--- config.mk ---
export PLATFORM = sky130hd
export DESIGN_NAME = bsl_boot_strap_latch
export DESIGN_NICKNAME = d
export VERILOG_FILES = /design/src/rtl/bsl_pkg.sv /design/src/rtl/bsl_strap_cell.sv /design/src/rtl/bsl_boot_strap_latch.sv
export VERILOG_INCLUDE_DIRS = /design/src /design/src/rtl
export SDC_FILE = /design/constraint.sdc
export NUM_CORES = 1
export LEC_CHECK = 0
export BUFFER_PORTS_ARGS = -buffer_cell sky130_fd_sc_hd__buf_2
export CAP_MARGIN = 40
export CORE_MARGIN = 5
export CORE_UTILIZATION = 38
export DETAILED_ROUTE_END_ITERATION = 10
export PLACE_DENSITY_LB_ADDON = 0.2
export SYNTH_ARGS = -nofsm -noshare
export SYNTH_HDL_FRONTEND = slang
export SYNTH_SLANG_ARGS = --single-unit
--- constraint.sdc ---
create_clock -name clk -period 2.2 [get_ports clk]
set_clock_uncertainty 0.05 [all_clocks]
set_input_delay 0.44 -clock clk [delete_from_list [all_inputs] [get_ports clk]]
set_output_delay 0.44 -clock clk [all_outputs]
set_load 0.02 [all_outputs]
--- src/rtl/bsl_regs.svh ---
// Register offsets, field positions and timing counts of the boot strap latch
`ifndef BSL_REGS_SVH
`define BSL_REGS_SVH
`define BSL_ADDR_W 4
`define BSL_OFF_STRAP 4'h0
`define BSL_OFF_BOOT 4'h4
`define BSL_OFF_CTRL 4'h8
`define BSL_BIT_SECONDARY 0
`define BSL_BIT_AUX 1
`define BSL_BIT_SELECT 2
`define BSL_BIT_VALID 3
`define BSL_BIT_FLASH 0
`define BSL_BIT_DOWNLOAD 1
`define BSL_BIT_INVALID 2
`define BSL_BIT_PRINT 3
`define BSL_BIT_RELEASE 0
`define BSL_PRINT_ALWAYS 2'h0
`define BSL_PRINT_AUX_LOW 2'h1
`define BSL_PRINT_AUX_HIGH 2'h2
`define BSL_PRINT_NEVER 2'h3
`define BSL_HOLD_NS 3000000
`define BSL_CLK_NS 10
`define BSL_HOLD_CYCLES ((`BSL_HOLD_NS + `BSL_CLK_NS - 1) / `BSL_CLK_NS)
`endif

--- src/rtl/bsl_pkg.sv ---
// Types shared by the boot strap latch
package bsl_pkg;
    typedef struct packed {
        logic bootSelect;
        logic printAux;
        logic secondary;
    } bsl_strap_s;

    typedef enum logic [1:0] {
        BSL_BOOT_FLASH = 2'h0,
        BSL_BOOT_DOWNLOAD = 2'h1,
        BSL_BOOT_INVALID = 2'h2,
        BSL_BOOT_UNDEF = 2'h3
    } bsl_boot_e;

    typedef enum logic [1:0] {
        BSL_ST_SAMPLE = 2'h0,
        BSL_ST_HOLD = 2'h1,
        BSL_ST_RUN = 2'h2
    } bsl_state_e;
endpackage

--- src/rtl/bsl_strap_cell.sv ---
// One strap latch bit with optional pull-up of a floating pin
`timescale 1ns/100ps
module bsl_strap_cell #(
    parameter bit PULL_UP = 1'b0
) (
    input wire logic clk,
    input wire logic rstn,
    input wire logic ce,
    input wire logic capture,
    input wire logic padIn,
    input wire logic padDriven,
    output logic bitOut
);
    logic level;

    // Undriven pin reads the weak pull level
    assign level = padDriven ? padIn : PULL_UP;

    always_ff @(posedge clk or negedge rstn) begin
        if (!rstn) begin
            bitOut <= PULL_UP;
        end else if (ce && capture) begin
            bitOut <= level;
        end
    end
endmodule // bsl_strap_cell

--- src/rtl/bsl_boot_strap_latch.sv ---
// Boot strap latch: samples three strap pins in reset and decodes boot mode
//
// The register addresses and the plain strobed port were left to the implementer.
`timescale 1ns/100ps
`include "bsl_regs.svh"
module bsl_boot_strap_latch #(
    parameter int HOLD_CYCLES = `BSL_HOLD_CYCLES
) (
    input wire logic clk,
    input wire logic rstn,
    input wire logic ce,
    input wire logic sysResetReq,
    input wire logic secondary_strap_pin,
    input wire logic print_aux_strap_pin,
    input wire logic boot_select_strap_pin,
    input wire logic bootSelectDriven,
    input wire logic [1:0] printControlFuse,
    input wire logic [`BSL_ADDR_W-1:0] addr,
    input wire logic [31:0] wdata,
    input wire logic wr,
    input wire logic rd,
    output logic [31:0] rdata,
    output logic pinsReleased,
    output logic flashBoot,
    output logic downloadBoot,
    output logic strapInvalid,
    output logic romPrintEn
);
    bsl_pkg::bsl_strap_s straps;
    bsl_pkg::bsl_state_e state_reg;
    bsl_pkg::bsl_boot_e bootMode;
    logic [31:0] holdCnt_reg;
    logic capture;
    logic validReg;
    logic softRelease_reg;
    logic printEn;

    initial begin
        if (HOLD_CYCLES < 1) begin
            $error("HOLD_CYCLES must be at least one");
        end
    end

    // Sample only while reset sequence is active
    assign capture = (state_reg == bsl_pkg::BSL_ST_SAMPLE) || sysResetReq;

    bsl_strap_cell #(.PULL_UP(1'b0)) secondaryCell (
        .clk(clk),
        .rstn(rstn),
        .ce(ce),
        .capture(capture),
        .padIn(secondary_strap_pin),
        .padDriven(1'b1),
        .bitOut(straps.secondary)
    );
    bsl_strap_cell #(.PULL_UP(1'b0)) auxCell (
        .clk(clk),
        .rstn(rstn),
        .ce(ce),
        .capture(capture),
        .padIn(print_aux_strap_pin),
        .padDriven(1'b1),
        .bitOut(straps.printAux)
    );
    bsl_strap_cell #(.PULL_UP(1'b1)) selectCell (
        .clk(clk),
        .rstn(rstn),
        .ce(ce),
        .capture(capture),
        .padIn(boot_select_strap_pin),
        .padDriven(bootSelectDriven),
        .bitOut(straps.bootSelect)
    );

    // Hold window lets slow pull networks settle before release
    always_ff @(posedge clk or negedge rstn) begin
        if (!rstn) begin
            state_reg <= bsl_pkg::BSL_ST_SAMPLE;
            holdCnt_reg <= 32'h0;
        end else if (ce) begin
            if (sysResetReq) begin
                state_reg <= bsl_pkg::BSL_ST_SAMPLE;
                holdCnt_reg <= 32'h0;
            end else begin
                unique case (state_reg)
                    bsl_pkg::BSL_ST_SAMPLE: begin
                        state_reg <= bsl_pkg::BSL_ST_HOLD;
                        holdCnt_reg <= 32'h0;
                    end
                    bsl_pkg::BSL_ST_HOLD: begin
                        if (holdCnt_reg == 32'(HOLD_CYCLES - 1)) begin
                            state_reg <= bsl_pkg::BSL_ST_RUN;
                        end else begin
                            holdCnt_reg <= holdCnt_reg + 32'h1;
                        end
                    end
                    bsl_pkg::BSL_ST_RUN: begin
                        state_reg <= bsl_pkg::BSL_ST_RUN;
                    end
                    default: begin
                        state_reg <= bsl_pkg::BSL_ST_SAMPLE;
                    end
                endcase
            end
        end
    end

    assign validReg = (state_reg == bsl_pkg::BSL_ST_RUN);

    // Software may hand pins back early only after latching is done
    always_ff @(posedge clk or negedge rstn) begin
        if (!rstn) begin
            softRelease_reg <= 1'b0;
        end else if (ce) begin
            if (sysResetReq) begin
                softRelease_reg <= 1'b0;
            end else if (wr && addr == `BSL_OFF_CTRL && state_reg != bsl_pkg::BSL_ST_SAMPLE) begin
                softRelease_reg <= wdata[`BSL_BIT_RELEASE];
            end
        end
    end

    always_comb begin
        if (straps.bootSelect) begin
            bootMode = straps.secondary ? bsl_pkg::BSL_BOOT_FLASH : bsl_pkg::BSL_BOOT_UNDEF;
        end else if (straps.printAux) begin
            bootMode = bsl_pkg::BSL_BOOT_DOWNLOAD;
        end else begin
            bootMode = bsl_pkg::BSL_BOOT_INVALID;
        end
    end

    always_comb begin
        unique case (printControlFuse)
            `BSL_PRINT_ALWAYS: printEn = 1'b1;
            `BSL_PRINT_AUX_LOW: printEn = !straps.printAux;
            `BSL_PRINT_AUX_HIGH: printEn = straps.printAux;
            `BSL_PRINT_NEVER: printEn = 1'b0;
        endcase
    end

    always_ff @(posedge clk or negedge rstn) begin
        if (!rstn) begin
            pinsReleased <= 1'b0;
            flashBoot <= 1'b0;
            downloadBoot <= 1'b0;
            strapInvalid <= 1'b0;
            romPrintEn <= 1'b0;
        end else if (ce) begin
            if (sysResetReq) begin
                // Pins must come back to straps at once, or resampling sees I/O traffic
                pinsReleased <= 1'b0;
                flashBoot <= 1'b0;
                downloadBoot <= 1'b0;
                strapInvalid <= 1'b0;
                romPrintEn <= 1'b0;
            end else begin
                pinsReleased <= validReg || softRelease_reg;
                flashBoot <= validReg && bootMode == bsl_pkg::BSL_BOOT_FLASH;
                downloadBoot <= validReg && bootMode == bsl_pkg::BSL_BOOT_DOWNLOAD;
                strapInvalid <= validReg && bootMode == bsl_pkg::BSL_BOOT_INVALID;
                romPrintEn <= validReg && printEn;
            end
        end
    end

    // Read data valid the cycle after the strobe; unmapped reads zero
    always_ff @(posedge clk or negedge rstn) begin
        if (!rstn) begin
            rdata <= 32'h0;
        end else if (ce) begin
            rdata <= 32'h0;
            if (rd) begin
                unique case (addr)
                    `BSL_OFF_STRAP: begin
                        rdata[`BSL_BIT_SECONDARY] <= straps.secondary;
                        rdata[`BSL_BIT_AUX] <= straps.printAux;
                        rdata[`BSL_BIT_SELECT] <= straps.bootSelect;
                        rdata[`BSL_BIT_VALID] <= validReg;
                    end
                    `BSL_OFF_BOOT: begin
                        rdata[`BSL_BIT_FLASH] <= flashBoot;
                        rdata[`BSL_BIT_DOWNLOAD] <= downloadBoot;
                        rdata[`BSL_BIT_INVALID] <= strapInvalid;
                        rdata[`BSL_BIT_PRINT] <= romPrintEn;
                    end
                    `BSL_OFF_CTRL: begin
                        rdata[`BSL_BIT_RELEASE] <= softRelease_reg;
                    end
                    default: begin
                        rdata <= 32'h0;
                    end
                endcase
            end
        end
    end
endmodule // bsl_boot_strap_latch

==> reports/summary.txt <==
Outcome - complete, but fails checks
Failing checks - setup timing
Global route total overflow - 0
Hold_buf cts - 0
# rows - 32
Worst EP arrival - 2.46 ns
Worst skew pair latency - 0.30 ns
DRT Pass-1 Iters - 4
Seq/Total Area, Yosys - 39.4%
Fin Hold WS - 0.00918 ns
Die area - 9740 um^2
Worst Max-Slew Pin Slew - 0.579 ns
Post-route setup TNS - -1.30 ns
End of the worst register-to-register path - holdCnt_reg[26]
DP Wirelength - 5.52 mm
Seq cells post-synth - 47
Clk network pwr share - 24.4%
Top cell type's share of synthesized area - 38.5%
Final setup fails - 26
TritonCTS buffer count - 5
# DRC - 0
RSZ-0062 raised after global routing - true
Share of post-route cells with drive strength above 1 - 25.6%
Slew Viols, Final - 0
Synth area leader - dfrtp_1
Placed cell areas - 3530 um^2
PortBufs - 25
Die Wd - 98.7 um
Antenna cells - 0
RePlAce Congestion - 0.803
Clock slew at reported path FFs - 0.09 ns
Inst Count DP - 501
Warnings from Yosys - 0
Core outline area - 7690 um^2
CTS tree - yes
Total Wirelength - 7.18 mm
Max Clk Rate - 436 MHz
Busiest grt layer - met2
Power density over cell area - 572 nW/um^2
Root Buffer - clkbuf_8
Combinational Power Share - 28.8%
Critical path peak fanout - 21
Reg power frac - 46.7%
Avg Synthesized Cell Area - 8.95 um^2
Area delta synth->final - 21.7%
Critical path launch point type - register
Setup repair bufs after CTS - 0
First-pass GRT wire length - 12.0 mm
Shortest period the worst path allows - 2.29 ns
Req. time, crit path - 2.37 ns
Max reg flops - 32
P_leak - 1.74 nW
Internal - 0.00140 W
Synth unique cells - 47
Worst setup startpoint - holdCnt_reg[16]
Sw power - 0.000681 W
Number of global-route vias before repair - 2508
Crit path to - holdCnt_reg[26]
Top Ports - 85
Vias - 2642
Final Hold Fails - 0
Starting DRT DRC Count - 91
CP endpoint kind - register
Met2 Track Usage GR - 24.4%
CP Class - reg2reg
H-tree depth - 2
Synth Cell Area - 2990 um^2
GRT Resource Usage Total - 14.7%
Initial Util - 38.9%
Die Y - 98.7 um
Max VDD drop - 214 uV
Synth area leaders - dfrtp_1 39%, buf_4 7.3%, nand4_1 4.0%
Post-layout instance area - 3640 um^2
Post-Synthesis Cells - 334
Vias per cell - 5.19
GRT met3 Usage - 2.97%
Nets@finish - 458
Net Sw Frac - 32.7%
Largest net degree at the start of global routing - 22
Post-route setup slack - -0.0927 ns
Reg2reg start - holdCnt_reg[16]
Layout Cells excl Fill - 509
Clk buf depth - 2
Final Cycle Share - 104%
Avg WL per Cell - 14.1 um
Hold Path Class - in2async
Max-Cap Viols - 0
Register-to-Register Path Depth - 6
Initial antenna violation count - 0
Worst slew margin - 61.3%
Reg2reg setup slack - -0.09 ns
M1 GR Usage - 20.0%
Detail Route Antenna Nets - 0
Sink Count - 47
## cell usage after synthesis, drive strengths merged
master / count
nand4: 19
o2bb2ai: 3
dfrtp: 46
clkbuf: 12
nand2: 25
a22o: 7
ha: 4
a21boi: 1
buf: 34
nand2b: 3
conb: 1
a32o: 1
o21ai: 22
or4: 5
a211oi: 1
and2: 8
nor2b: 2
o31ai: 1
o31a: 2
nor4: 9
a31oi: 5
and4: 4
o21a: 2
and3: 5
inv: 13
o311ai: 1
or3: 1
clkinv: 1
mux2: 3
nor2: 13
a21oi: 21
dfstp: 1
mux2i: 11
nand3b: 4
a21o: 8
nor3: 4
nand4b: 2
nand3: 22
or4b: 1
nor4b: 6
## worst min-delay path by stage
| stage | startpoint | endpoint | slack [ns] |
|---|---|---|---|
| floorplan | rstn | auxCell.bitOut | 0.09 |
| global placement | rstn | holdCnt_reg[27] | 0.35 |
| detailed placement | rstn | holdCnt_reg[27] | 0.35 |
| CTS | rstn | holdCnt_reg[27] | 0.008 |
| global route | rstn | holdCnt_reg[27] | 0.04 |
| finish | rstn | holdCnt_reg[27] | 0.009 |
## cells by family after synthesis
kind of cell	share of synthesized area, %
AND/OR/NAND/NOR	25.4
AO/OA/AOI/OAI	16.5
buffers and inverters	12.0
flip-flops	39.4
multiplexers	4.82
adder cells (fa/ha/maj)	1.68
other	0.126
## routing by layer
layer	wire, um	up-vias	share of wire [%]
met1	3470	1269	48
li1	-	1317	-
met2	3330	49	46
met3	300	7	4.2
met4	81	0	1.1
met5	0	-	0
## repair_timing
action / 4_1_cts / 5_1_grt
resized for setup: 7 / 0
cloned: 0 / 0
endpoints found under the setup margin: 32 / 32
## stage by stage
stage	power, W	worst slack, ns	util [%]
floorplan	0.00141	0.00970	-
global placement	0.00156	-0.333	45.7
detailed placement	0.00158	-0.125	45.9
global route	0.00222	-0.190	47.3
CTS	0.00212	-0.0909	47.3
finish	0.00208	-0.0927	47.3
## critical path: stages, from the launching register on
cell	delay, ns
dfrtp_1	0.39
or4_4	0.54
or4_4	0.51
o311ai_4	0.30
buf_12	0.21
a21oi_1	0.05
mux2i_1	0.15
## power by group through the flow
stage | Sequential, W | Clock, W | Combinational (W)
2_1_floorplan | 0.000990 | 0 | 0.000425
3_3_place_gp | 0.000982 | 0 | 0.000574
3_5_place_dp | 0.000986 | 0 | 0.000596
4_1_cts | 0.000972 | 0.000544 | 0.000605
5_1_grt | 0.000981 | 0.000569 | 0.000667
6_report | 0.000972 | 0.000508 | 0.000600
## layout make-up
| cell class | count | area (um^2) |
|---|---|---|
| multi-input cells | 254 | 1590 |
| fillers | 773 | 4050 |
| flip-flops and latches | 47 | 1180 |
| inverters | 14 | 52.6 |
| repair buffers | 84 | 604 |
| well taps | 102 | 128 |
| clock buffers | 7 | 76.3 |
| clock inverters | 1 | 5.00 |
## layout by cell type (no fill, tap or decap), drive strengths merged, types with 9 or more instances in the layout
cell type / Yosys / final
buf: 34 / 84
dfrtp: 46 / 46
conb: 1 / 28
nand2: 25 / 25
nand3: 22 / 22
o21ai: 22 / 22
a21oi: 21 / 21
nand4: 19 / 19
inv: 13 / 13
nor2: 13 / 13
mux2i: 11 / 11
nor4: 9 / 9
Power figures use the tool's default switching activity.
